## src/core/csp_defines.vh

```
// Register indices, field positions, reset values and modes of the serial port
`ifndef CSP_DEFINES_VH
`define CSP_DEFINES_VH

// Register indices; the byte address is four times the index
`define CSP_IDX_CTRL 16'hFF70
`define CSP_IDX_MODE 16'hFF71
`define CSP_IDX_DATA_LO 16'hFF72
`define CSP_IDX_DATA_HI 16'hFF73
`define CSP_IDX_IRQ_MASK 16'hFFE3
`define CSP_IDX_IRQ_FACTOR 16'hFFF3

// Field positions
`define CSP_CTRL_ENABLE 0
`define CSP_CTRL_TRIGGER 1
`define CSP_MODE_CSRC_LO 0
`define CSP_MODE_CSRC_HI 1
`define CSP_MODE_SAMPLE_EDGE 2
`define CSP_MODE_BIT_ORDER 3

// Reset values
`define CSP_RST_CSRC 2'h0
`define CSP_RST_FLAG 1'h0

// Clock source encodings
`define CSP_CSRC_SLAVE 2'h0
`define CSP_CSRC_TIMER 2'h1
`define CSP_CSRC_OSC_HALF 2'h2
`define CSP_CSRC_OSC 2'h3

// Bits per transfer and low-speed oscillator figures
`define CSP_BITS 4'h8
`define CSP_CLK_HZ 125000000
`define CSP_OSC_HZ 32768

`endif

```

## src/core/csp_sync.v

```verilog
// Two flip-flop synchroniser for pin inputs
`timescale 1ns/1ps
`default_nettype none
module csp_sync #(
  parameter W = 2
) (
  input wire clk_i,
  input wire reset_i,
  input wire [W-1:0] async_i,
  output wire [W-1:0] sync_o
);
  reg [W-1:0] meta_ff;
  reg [W-1:0] sync_ff;

  // First stage is read only by the second stage
  always @(posedge clk_i) begin
    if (reset_i) begin
      meta_ff <= {W{1'b0}};
      sync_ff <= {W{1'b0}};
    end else begin
      meta_ff <= async_i;
      sync_ff <= meta_ff;
    end
  end

  assign sync_o = sync_ff;
endmodule // csp_sync
`default_nettype wire

```

## src/core/csp_div.v

```verilog
// Divider that gives a one-cycle enable pulse every DIV clocks
`timescale 1ns/1ps
`default_nettype none
module csp_div #(
  parameter DIV = 1907
) (
  input wire clk_i,
  input wire reset_i,
  output wire tick_o
);
  localparam [31:0] LAST_W = DIV - 1;
  // Counter is 16 bits wide, so the terminal count is cut to match on purpose
  localparam [15:0] LAST = LAST_W[15:0];
  reg [15:0] cnt_ff;
  reg tick_ff;

  // Free running count; pulse on wrap
  always @(posedge clk_i) begin
    if (reset_i) begin
      cnt_ff <= 16'h0000;
      tick_ff <= 1'b0;
    end else if (cnt_ff == LAST) begin
      cnt_ff <= 16'h0000;
      tick_ff <= 1'b1;
    end else begin
      cnt_ff <= cnt_ff + 16'h0001;
      tick_ff <= 1'b0;
    end
  end

  assign tick_o = tick_ff;
endmodule // csp_div
`default_nettype wire

```

## src/core/csp_core.v

```verilog
// Clocked serial port core with classic Wishbone register access
//
// Behaviour
// Writing one to trigger starts the serial clock transfer; zero does nothing.
// Software accesses data registers and enables the port before triggering.
// Software triggers once per run; repeated triggers while running are forbidden.
// External partner supplies clock pulses only after the trigger.
// Trigger bit reads one while running until eight clocks end; writes ignored.
// Reset clears the run status latch, serial clock stopped.
// Data register bits go out on the serial output pin, one high.
// Serial input bits are assembled and loaded into the data registers.
// Software touches data registers only while the port is stopped.
// Data registers are not reset; their content is undefined after reset.
// Mask bit enables the interrupt at one, readable, reset to zero.
// Factor flag sets at the end of every 8-bit transfer, mask regardless.
// Writing one clears the factor flag, zero leaves it; reset clears.
// Request stays presented while factor set and mask enabled.
// Service routine clears the factor before re-enabling interrupts.
// Software selects bit order before loading data.
// Serial clock stays at or below 1 MHz in slave or timer mode.
// Enable bit hands four pins to the port; ready used in slave mode.
// Clock source: 11 osc, 10 osc/2, 01 timer/2, 00 external slave.
// Bit order select: one MSB first, zero LSB first; reset zero.
// Output changes on the lead edge; sample edge chosen by phase bit.
// Eight-bit shift register and bit counter end transfer after eighth bit.
//
// Implementation choice: the Wishbone register port.
`timescale 1ns/1ps
`default_nettype none
`include "csp_defines.vh"
module csp_core #(
  parameter CLK_POS_POLARITY = 0,
  parameter OSC_HALF_DIV = `CSP_CLK_HZ / (2 * `CSP_OSC_HZ)
) (
  input wire clk_i,
  input wire reset_i,
  input wire cyc_i,
  input wire stb_i,
  input wire we_i,
  input wire [17:0] adr_i,
  input wire [3:0] sel_i,
  input wire [31:0] dat_i,
  output wire [31:0] dat_o,
  output wire ack_o,
  input wire timer_underflow_i,
  input wire serial_in_pin_i,
  output wire serial_out_pin_o,
  input wire sclk_i,
  output wire sclk_o,
  output wire sclk_oe_o,
  output wire slave_ready_n_o,
  output wire port_function_enable_o,
  output wire serial_irq_o
);
  // Idle level of the serial clock; negative polarity idles high
  localparam IDLE_LVL = (CLK_POS_POLARITY != 0) ? 1'b0 : 1'b1;

  reg ack_ff;
  reg [31:0] rdata_ff;
  reg enable_ff;
  reg run_ff;
  reg [1:0] csrc_ff;
  reg sample_edge_ff;
  reg bit_order_ff;
  reg mask_ff;
  reg factor_ff;
  reg [7:0] data_ff;
  reg [7:0] rx_ff;
  reg [3:0] cnt_ff;
  reg mlvl_ff;
  reg lvl_d_ff;
  reg half_ff;
  reg serial_out_pin_ff;
  reg [31:0] nxt_rdata;

  wire [1:0] pins_s;
  wire osc_tick;
  wire [15:0] idx;
  wire req;
  wire wr;
  wire master;
  wire lvl;
  wire lead;
  wire trail;
  wire samp;
  wire last;
  wire trig;
  wire tick;

  // Pin inputs cross into the clock domain before any logic reads them
  csp_sync #(
    .W(2)
  ) u_sync (
    .clk_i(clk_i),
    .reset_i(reset_i),
    .async_i({sclk_i, serial_in_pin_i}),
    .sync_o(pins_s)
  );

  // Half-period pulse of the low-speed oscillator
  csp_div #(
    .DIV(OSC_HALF_DIV)
  ) u_div (
    .clk_i(clk_i),
    .reset_i(reset_i),
    .tick_o(osc_tick)
  );

  // Bit index of the outgoing bit for the current count
  function [2:0] bit_idx;
    input msb_first;
    input [3:0] cnt;
    begin
      if (msb_first) begin
        bit_idx = 3'h7 - cnt[2:0];
      end else begin
        bit_idx = cnt[2:0];
      end
    end
  endfunction

  // Bus decode; a write takes effect on the edge that samples ack high
  assign idx = adr_i[17:2];
  assign req = cyc_i & stb_i;
  assign wr = req & we_i & ack_ff & sel_i[0];

  // Read mux; unmapped addresses read as zero
  always @* begin
    nxt_rdata = 32'h00000000;
    if (idx == `CSP_IDX_CTRL) begin
      nxt_rdata[`CSP_CTRL_ENABLE] = enable_ff;
      nxt_rdata[`CSP_CTRL_TRIGGER] = run_ff;
    end else if (idx == `CSP_IDX_MODE) begin
      nxt_rdata[`CSP_MODE_CSRC_HI:`CSP_MODE_CSRC_LO] = csrc_ff;
      nxt_rdata[`CSP_MODE_SAMPLE_EDGE] = sample_edge_ff;
      nxt_rdata[`CSP_MODE_BIT_ORDER] = bit_order_ff;
    end else if (idx == `CSP_IDX_DATA_LO) begin
      nxt_rdata[3:0] = data_ff[3:0];
    end else if (idx == `CSP_IDX_DATA_HI) begin
      nxt_rdata[3:0] = data_ff[7:4];
    end else if (idx == `CSP_IDX_IRQ_MASK) begin
      nxt_rdata[0] = mask_ff;
    end else if (idx == `CSP_IDX_IRQ_FACTOR) begin
      nxt_rdata[0] = factor_ff;
    end
  end

  // One-cycle ack per request; drops in the cycle after it is given
  always @(posedge clk_i) begin
    if (reset_i) begin
      ack_ff <= 1'b0;
      rdata_ff <= 32'h00000000;
    end else begin
      ack_ff <= req & ~ack_ff;
      if (req & ~ack_ff) begin
        rdata_ff <= nxt_rdata;
      end
    end
  end

  assign dat_o = rdata_ff;
  assign ack_o = ack_ff;

  // Trigger only counts with the port enabled and stopped
  assign trig = wr & (idx == `CSP_IDX_CTRL) & dat_i[`CSP_CTRL_TRIGGER]
    & enable_ff & ~run_ff;

  // Control and mode registers
  always @(posedge clk_i) begin
    if (reset_i) begin
      enable_ff <= 1'b0;
      csrc_ff <= `CSP_RST_CSRC;
      sample_edge_ff <= 1'b0;
      bit_order_ff <= 1'b0;
      mask_ff <= 1'b0;
    end else if (wr) begin
      if (idx == `CSP_IDX_CTRL) begin
        enable_ff <= dat_i[`CSP_CTRL_ENABLE];
      end else if (idx == `CSP_IDX_MODE) begin
        csrc_ff <= dat_i[`CSP_MODE_CSRC_HI:`CSP_MODE_CSRC_LO];
        sample_edge_ff <= dat_i[`CSP_MODE_SAMPLE_EDGE];
        bit_order_ff <= dat_i[`CSP_MODE_BIT_ORDER];
      end else if (idx == `CSP_IDX_IRQ_MASK) begin
        mask_ff <= dat_i[0];
      end
    end
  end

  // Clock source; the slave mode takes the synchronised pin
  assign master = (csrc_ff != `CSP_CSRC_SLAVE);

  // Half-period tick: osc every pulse, osc/2 every second, timer each underflow
  assign tick = (csrc_ff == `CSP_CSRC_OSC) ? osc_tick :
    (csrc_ff == `CSP_CSRC_OSC_HALF) ? (osc_tick & half_ff) :
    (csrc_ff == `CSP_CSRC_TIMER) ? timer_underflow_i : 1'b0;

  // Master clock level toggles only while a transfer runs
  always @(posedge clk_i) begin
    if (reset_i) begin
      mlvl_ff <= IDLE_LVL;
      half_ff <= 1'b0;
    end else begin
      if (osc_tick) begin
        half_ff <= ~half_ff;
      end
      if (!run_ff) begin
        mlvl_ff <= IDLE_LVL;
      end else if (tick) begin
        mlvl_ff <= ~mlvl_ff;
      end
    end
  end

  // Edge detection on the working clock level, flagged in the cycle the level changes in both modes.
  // The pin synchroniser clears to zero while the idle level may be one, so
  // a false edge can follow reset; gating every edge with the run latch
  // keeps it from counting, since no trigger can land that early.
  assign lvl = master ? mlvl_ff : pins_s[1];
  always @(posedge clk_i) begin
    if (reset_i) begin
      lvl_d_ff <= IDLE_LVL;
    end else begin
      lvl_d_ff <= lvl;
    end
  end

  // Lead edge leaves the idle level, trail edge returns to it
  assign lead = run_ff & (lvl != lvl_d_ff) & (lvl_d_ff == IDLE_LVL);
  assign trail = run_ff & (lvl != lvl_d_ff) & (lvl == IDLE_LVL);
  // Sample edge: phase bit picks the lead edge, else the trail edge
  assign samp = sample_edge_ff ? lead : trail;
  assign last = trail & (cnt_ff == `CSP_BITS - 4'h1);

  // Run latch, bit counter and receive shift register
  always @(posedge clk_i) begin
    if (reset_i) begin
      run_ff <= 1'b0;
      cnt_ff <= 4'h0;
      rx_ff <= 8'h00;
    end else begin
      if (trig) begin
        run_ff <= 1'b1;
        cnt_ff <= 4'h0;
      end else if (last) begin
        run_ff <= 1'b0;
      end else if (trail) begin
        cnt_ff <= cnt_ff + 4'h1;
      end
      // MSB first fills from bit zero upward, LSB first from bit seven down
      if (samp) begin
        if (bit_order_ff) begin
          rx_ff <= {rx_ff[6:0], pins_s[0]};
        end else begin
          rx_ff <= {pins_s[0], rx_ff[7:1]};
        end
      end
    end
  end

  // Data register has no reset on purpose; software must load it first
  always @(posedge clk_i) begin
    if (last) begin
      data_ff <= samp ? (bit_order_ff ? {rx_ff[6:0], pins_s[0]}
        : {pins_s[0], rx_ff[7:1]}) : rx_ff;
    end else if (wr & ~run_ff & (idx == `CSP_IDX_DATA_LO)) begin
      data_ff[3:0] <= dat_i[3:0];
    end else if (wr & ~run_ff & (idx == `CSP_IDX_DATA_HI)) begin
      data_ff[7:4] <= dat_i[3:0];
    end
  end

  // Output bit is presented at trigger and moves on each lead edge
  always @(posedge clk_i) begin
    if (reset_i) begin
      serial_out_pin_ff <= 1'b0;
    end else if (trig) begin
      serial_out_pin_ff <= data_ff[bit_idx(bit_order_ff, 4'h0)];
    end else if (lead) begin
      serial_out_pin_ff <= data_ff[bit_idx(bit_order_ff, cnt_ff)];
    end
  end

  // Factor flag: a set in the same cycle as a clear wins
  // A late clear from software must never swallow a finished transfer
  always @(posedge clk_i) begin
    if (reset_i) begin
      factor_ff <= `CSP_RST_FLAG;
    end else if (last) begin
      factor_ff <= 1'b1;
    end else if (wr & (idx == `CSP_IDX_IRQ_FACTOR) & dat_i[0]) begin
      factor_ff <= 1'b0;
    end
  end

  // Level request, so it is seen again while the flag stays set
  assign serial_irq_o = factor_ff & mask_ff;

  // Pin hand-over; ready is low while a slave transfer waits for clocks
  assign port_function_enable_o = enable_ff;
  assign serial_out_pin_o = serial_out_pin_ff;
  assign sclk_o = mlvl_ff;
  assign sclk_oe_o = enable_ff & master;
  assign slave_ready_n_o = ~(enable_ff & ~master & run_ff);
endmodule // csp_core
`default_nettype wire

```

## config.mk

```make
export PLATFORM = sky130hd
export DESIGN_NAME = csp_core
export DESIGN_NICKNAME = d
export VERILOG_FILES = /design/src/core/csp_sync.v /design/src/core/csp_div.v /design/src/core/csp_core.v
export VERILOG_INCLUDE_DIRS = /design/src /design/src/core
export SDC_FILE = /design/constraint.sdc
export NUM_CORES = 1
export LEC_CHECK = 0
export ABC_AREA = 1
export BUFFER_PORTS_ARGS = -buffer_cell sky130_fd_sc_hd__clkbuf_2
export CAP_MARGIN = 0
export CORE_MARGIN = 1
export CORE_UTILIZATION = 52
export DETAILED_ROUTE_END_ITERATION = 7
export PLACE_DENSITY_LB_ADDON = 0.2
export REMOVE_ABC_BUFFERS = 1
export SETUP_SLACK_MARGIN = 0.02
export SLEW_MARGIN = 10
export SYNTH_ARGS = -nofsm -noshare
export SYNTH_HDL_FRONTEND = slang
export SYNTH_HIERARCHICAL = 1
export SYNTH_SLANG_ARGS = --single-unit
```

## constraint.sdc

```tcl
create_clock -name clk_i -period 2.75 [get_ports clk_i]
set_clock_uncertainty 0.2 [all_clocks]
set_input_delay 0.1375 -clock clk_i [delete_from_list [all_inputs] [get_ports clk_i]]
set_output_delay 0.1375 -clock clk_i [all_outputs]
set_load 0.05 [all_outputs]
```

Word level (Yosys, flattened, before mapping)
Index checks and enable logic that the tools add are counted.

cells by class
  add/subtract/negate cells = 3
  order comparisons = 2
  eq/ne operators = 13
  muxes and demuxes = 37
  bitwise gates (word level) = 32
  reduce and logical (&&, ||, !) cells = 14

operator list
  operator               number
  $eq 16x16->1 const B   6
  $mux 3                 8
  $mux 8                 3
  $and 1x1->1            23
  $mux 4                 5
  $mux 1                 17
  $add 16x1->16 const B  1
  $eq 16x11->1 const B   1
  $reduce_bool 2->1      6
  $not 1->1              9
  $lt 3x4->1 const B     2
  $bmux 1 s3             2
  $reduce_and 2->1       3
  $reduce_or 2->1        3
  $add 4x1->4 const B    1
  $eq 2x2->1 const B     2
  $eq 4x3->1 const B     1
  $mux 2                 2
  $reduce_and 4->1       1
  $reduce_and 3->1       1
  $sub 3x3->3 const A    1
  $eq 2x1->1 const B     1
  $ne 2x2->1 const B     1
  $ne 1x1->1             1

word-level totals
  flip-flop bits (word level) = 58
  input bits = 62
  output and inout port bits = 39
  word-level logic and storage cells = 122

Longest topological paths before layout
  depth after elaboration = 14
  depth in mapped cells = 12
  mapped depth without buffers = 12

Cells and area by module
Netlist, hierarchy kept.

modules (own cells, without submodules)
  module    instances  cells an instance  area each (um^2)  seq. area each (um^2)
  csp_core  1          330                2361.0            820.8
  csp_div   1          129                877.1             340.3
  csp_sync  1          12                 110.1             80.1

Worst setup path before layout
OpenSTA, ideal clock, no wires.

  path kind = register to register
  start = register mlvl_ff, in the netlist sclk_o
  end = register data_ff[0], enable pin
  setup time = 0.361 ns
  data arrival time = 1.620 ns
  data required time = 2.189 ns
  path slack = 0.569 ns
  stages on the path, launching flop included = 6
  buffers on the path = 1
  period minus slack after synthesis = 2.181 ns
  path through = dfxtp_1 > inv_1 > o21ai_2 > nand4_1 > clkbuf_1 > o21ai_0

between the ends
  cells in the longest elaborated chain, start to end = 6

RTL lines
  element                        line            source
  start, declared                csp_core.v:70   reg mlvl_ff;
  start signal, assigned         csp_core.v:209  mlvl_ff <= ~mlvl_ff;
  $mux 1 *                       csp_core.v:218  assign lvl = master ? mlvl_ff : pins_s[1];
  $ne 1x1->1                     csp_core.v:229  assign trail = run_ff & (lvl != lvl_d_ff) & (lvl == IDLE_LVL);
  $and 1x1->1                    csp_core.v:229
  $and 1x1->1 *                  csp_core.v:229
  $and 1x1->1 *                  csp_core.v:232  assign last = trail & (cnt_ff == `CSP_BITS - 4'h1);
  $reduce_bool 2->1 (no line) *  -
  end signal, assigned           csp_core.v:263  data_ff <= samp ? (bit_order_ff ? {rx_ff[6:0], pins_s[0]}
  end signal, assigned           csp_core.v:266  data_ff[3:0] <= dat_i[3:0];
  end, declared                  csp_core.v:67   reg [7:0] data_ff;

Mark *: on every way between the ends. The rest lies on a longest branch, timed or not.
A chain may end at the register's enable or synchronous reset.

Final worst setup path
  start = register csrc_ff[1]
  end = register data_ff[4] (data pin)

between the ends
  cells in the longest elaborated chain, start to end = 8
  elaborated cells between the ends (all ways) = 10
  those cells by class = eq/ne (1); mux (4); bitwise (4); reduce/logical (1)

RTL lines
  element                                line                            source
  start, declared                        csp_core.v:62                   reg [1:0] csrc_ff;
  start signal, assigned                 csp_core.v:172                  csrc_ff <= `CSP_RST_CSRC;
  start signal, assigned                 csp_core.v:180                  csrc_ff <= dat_i[`CSP_MODE_CSRC_HI:`CSP_MODE_CSRC_LO];
  $reduce_bool 2->1 (no line) *          -
  $mux 1 *                               csp_core.v:218
  $ne 1x1->1                             csp_core.v:228, csp_core.v:229
  $and 1x1->1                            csp_core.v:228, csp_core.v:229
  $and 1x1->1, on equally long branches  csp_core.v:229, csp_core.v:228
  $mux 1                                 csp_core.v:231                  assign samp = sample_edge_ff ? lead : trail;
  $mux 8                                 -
  $mux 8 *                               csp_core.v:262                  if (last) begin
  end signal, assigned                   csp_core.v:263
  end signal, assigned                   csp_core.v:268                  data_ff[7:4] <= dat_i[3:0];

Marked as above.

==> results.cfg <==
[die]
design.core.area_um2 = 6061
die-area_um2 = 6763
die_h_um = 82.24
fp-row-count = 28
dieWidth_um = 82.24
initial_utilization_pct = 55.24
ios = 101

[global_routing]
overall_global_routing_usage_pct = 22.48
overflow = 0
global_route_wire_length_before_repair_um = 11140
grt_pass1_vias = 2509
antenna_found_initial = 0
grt_start_max_net_pins = 25

[pwr]
power.net_switching_uw = 485.8
p_clk_share_pct = 47.3
pwr_density_cell_nw_per_um2 = 525.7
p_leak_uw = 0.001649
total_power_uw = 2004
power.switching_fraction_pct = 24.24
p_int_uw = 1518
seq_power_share_pct = 43.7
ir_worst_vdd_mv = 0.4781
p_comb_share_pct = 9.0

[clock_tree]
cts_max_path_buffers = 2
cts.repair.resized = 0
tritoncts = yes
tritoncts_num_sinks = 58
cts-buffers-inserted = 9
h-tree-depth = 3
cts_root_buf = sky130_fd_sc_hd__clkbuf_8
path_clk_slew_ns = 0.07
worstSkewPairLatency_ns = 0.34

[critical_path]
path_buf_inv = 0
timing.setup.critical_path_class = reg -> reg
worst_ep_arrival_time_ns = 2.11
endpoint = data_ff[4]
cp-start-kind = register
crit-reg2reg-launch = csrc_ff[1]
timing.critical_path.fanout_max = 16
critical_path.most_common_cell = sky130_fd_sc_hd__o21ai_2
cell_by_cell_trace_of_the_critical_path = nor2_4, nand2_2, o21ai_2, nand3_2, mux2i_4, nand2_1, o21ai_2, o21ai_1
path_depth = 8
regToRegSetupSlack_ns = 0.52
critPathSlowestCell = sky130_fd_sc_hd__mux2i_4
worst-r2r-cell-count = 8
timing.critical_path.max_delay_family = simple AND/OR/NAND/NOR gates
cp_slowest_stage_delay_ns = 0.51
setup.worst_path.end_class = register
worstPathRequired_ns = 2.63
crit_startpoint = csrc_ff[1]
timing.rr.end = data_ff[4]

[yosys]
syn-mean-instance-area_um2 = 7.109
synth_top_cell_by_area = sky130_fd_sc_hd__dfxtp_1
yosys_warnings = 6
number_of_cells_produced_by_synthesis = 471
synth_top_cells_by_area = sky130_fd_sc_hd__dfxtp_1, sky130_fd_sc_hd__nand2_1, sky130_fd_sc_hd__edfxtp_1
post-synth-top-area-fraction_pct = 29.90
synth.yosys.seq_area_share_pct = 37.07
ys_types = 37
yosys_register_bits = 58
netlist_area_um2 = 3348

[hold_path]
hold_class = in -> reg

[timing]
tightest_slew_ns = 0.6639
setup-violations-final = 0
layout_min_cycle_time_ns = 2.229
final_min_period_over_clock_period_pct = 81.06
max_clock_freq_ghz = 0.4486
finalHoldViolCount = 0
rsz0062_at_grt = no
slew_headroom_pct = 55.27
final-max-slew-violation-count = 0
fin_setup_tns_ns = 0

[final_layout]
drive_gt1_share_pct = 16.13
final.fill_count = 562
layout_nets = 587
layout_common_cells = sky130_fd_sc_hd__nand2_1, sky130_fd_sc_hd__inv_1, sky130_fd_sc_hd__nor2_1
flow.area_growth_from_synthesis_pct = 13.86
final_core_utilization_pct = 62.90
count_of_placed_standard_cells_in_the_final_layout_fillers_left_out = 602
layout.cells.most_common = sky130_fd_sc_hd__nand2_1
num_antenna_cells = 0

[drt]
via_count = 2989
drt-total-wl_um = 7119
drc = 0
wl_per_cell_um = 11.83
avgViaCountPerCell = 4.965
first_pass_drt_iterations = 4
drtAntennaViolNets = 0
dr.first_iter.drc_count = 178

[flow_run]
drv_cap = 0

[run_status]
result_of_the_run = completed

[place]
placedCellCount = 578
portBuffers = 39
gp_congestion = 0.8400
dp_hpwl_um = 5327
==> per-layer routing <==
metal,global-route usage (%),vias to the layer above,part of all wire (%)
met5,0,-,0
met4,14.91,0,1.7
li1,-,1563,-
met1,27.34,1329,46
met2,36.28,87,47
met3,3.956,10,5.0
==> through the flow <==
| stage | hold slack (ns) | worst slack [ns] | instance area, um^2 |
|---|---|---|---|
| final | 0.05926 | 0.5209 | 3812 |
| after global placement | 0.1331 | 0.5821 | 3486 |
| after floorplan | 0.006566 | 0.4781 | 3182 |
| after detailed placement | 0.1366 | 0.5473 | 3486 |
| after CTS | 0.04814 | 0.5130 | 3812 |
| after global routing | 0.09452 | 0.3581 | 3812 |
==> worst min-delay path by stage <==
stage / startpoint / endpoint / slack (ns) / depth (start not counted)
finish: adr_i[6] / mask_ff / 0.06 / 5
global route: adr_i[6] / mask_ff / 0.09 / 5
CTS: adr_i[6] / mask_ff / 0.05 / 5
detailed placement: serial_in_pin_i / u_sync/meta_ff[0] / 0.14 / 3
global placement: serial_in_pin_i / u_sync/meta_ff[0] / 0.13 / 3
floorplan: reset_i / dat_o[1] / 0.007 / 1
==> synthesized netlist by cell type <==
cell type,number
sky130_fd_sc_hd__mux2i_1,8
sky130_fd_sc_hd__o21a_1,1
sky130_fd_sc_hd__nand4_1,12
sky130_fd_sc_hd__a21oi_1,21
sky130_fd_sc_hd__inv_1,63
sky130_fd_sc_hd__o21ai_2,10
sky130_fd_sc_hd__o211ai_1,6
sky130_fd_sc_hd__o21ai_1,8
sky130_fd_sc_hd__nand2_1,100
sky130_fd_sc_hd__nor3_1,5
sky130_fd_sc_hd__mux2i_4,1
sky130_fd_sc_hd__buf_1,1
sky130_fd_sc_hd__o21ai_0,18
sky130_fd_sc_hd__inv_2,2
sky130_fd_sc_hd__nor2_2,5
sky130_fd_sc_hd__nand3b_1,1
sky130_fd_sc_hd__edfxtp_1,8
sky130_fd_sc_hd__buf_6,1
sky130_fd_sc_hd__dfxtp_1,50
sky130_fd_sc_hd__nand3_1,26
sky130_fd_sc_hd__ha_1,3
sky130_fd_sc_hd__buf_4,28
sky130_fd_sc_hd__nor2_1,62
sky130_fd_sc_hd__nand2_4,1
sky130_fd_sc_hd__conb_1,1
sky130_fd_sc_hd__a22oi_1,1
sky130_fd_sc_hd__a31oi_1,1
sky130_fd_sc_hd__xor2_1,5
sky130_fd_sc_hd__nand2_2,5
sky130_fd_sc_hd__buf_12,1
sky130_fd_sc_hd__a211oi_1,1
sky130_fd_sc_hd__xnor2_1,5
sky130_fd_sc_hd__nand3_2,3
sky130_fd_sc_hd__nor2_4,1
sky130_fd_sc_hd__buf_2,3
sky130_fd_sc_hd__clkbuf_1,2
sky130_fd_sc_hd__nor4_1,1
==> logic make-up after synthesis <==
group | synth area share (%)
AOI/OAI and AO/OA | 11.85
xor gates and xnor gates | 2.616
adders and majority gates | 1.121
buffers and inverters | 15.28
DFF | 37.07
muxes | 3.064
other | 0.1120
and+or+nand+nor | 28.89
==> worst register-to-register path, stage by stage, from the launching register on <==
cell and delay [ns]:
sky130_fd_sc_hd__dfxtp_1 0.35, sky130_fd_sc_hd__nor2_4 0.23, sky130_fd_sc_hd__nand2_2 0.08, sky130_fd_sc_hd__o21ai_2 0.08, sky130_fd_sc_hd__nand3_2 0.14, sky130_fd_sc_hd__mux2i_4 0.51
sky130_fd_sc_hd__nand2_1 0.14, sky130_fd_sc_hd__o21ai_2 0.12, sky130_fd_sc_hd__o21ai_1 0.11
==> final cells by class <==
class	instances	area, um^2	area share (%)
multi-input combinational	339	1697	44.50
clock inverter	4	70.07	1.838
clock buffer	12	176.4	4.627
sequential	58	1241	32.56
tap	75	93.84	2.461
timing repair buffer	49	290.3	7.614
inverter	65	244.0	6.400
==> flip-flops by register name (all words and copies together) (netlist names) <==
name	flops
serial_out_pin_o	1
u_div/tick_o	1
bit_order_ff	1
port_function_enable_o	1
u_sync/meta_ff	2
data_ff	8
dat_o	4
sample_edge_ff	1
sclk_o	1
u_div/cnt_ff	16
ack_o	1
mask_ff	1
run_ff	1
rx_ff	8
factor_ff	1
half_ff	1
lvl_d_ff	1
cnt_ff	4
csrc_ff	2
u_sync/sync_o	2
==> timing repair <==
action                                 CTS  global route
buffers inserted                         0             0
hold buffers                             8             0
endpoints found under the hold margin   17             0
==> power groups by stage <==
stage	Sequential, uW	Clock (uW)	Combinational (uW)
3_3_place_gp	894	0	168
5_1_grt	876	1000	198
6_report	875	949	180
2_1_floorplan	898	0	124
3_5_place_dp	894	0	170
4_1_cts	875	970	180
Note: power is estimated with default switching activity, not from simulation.
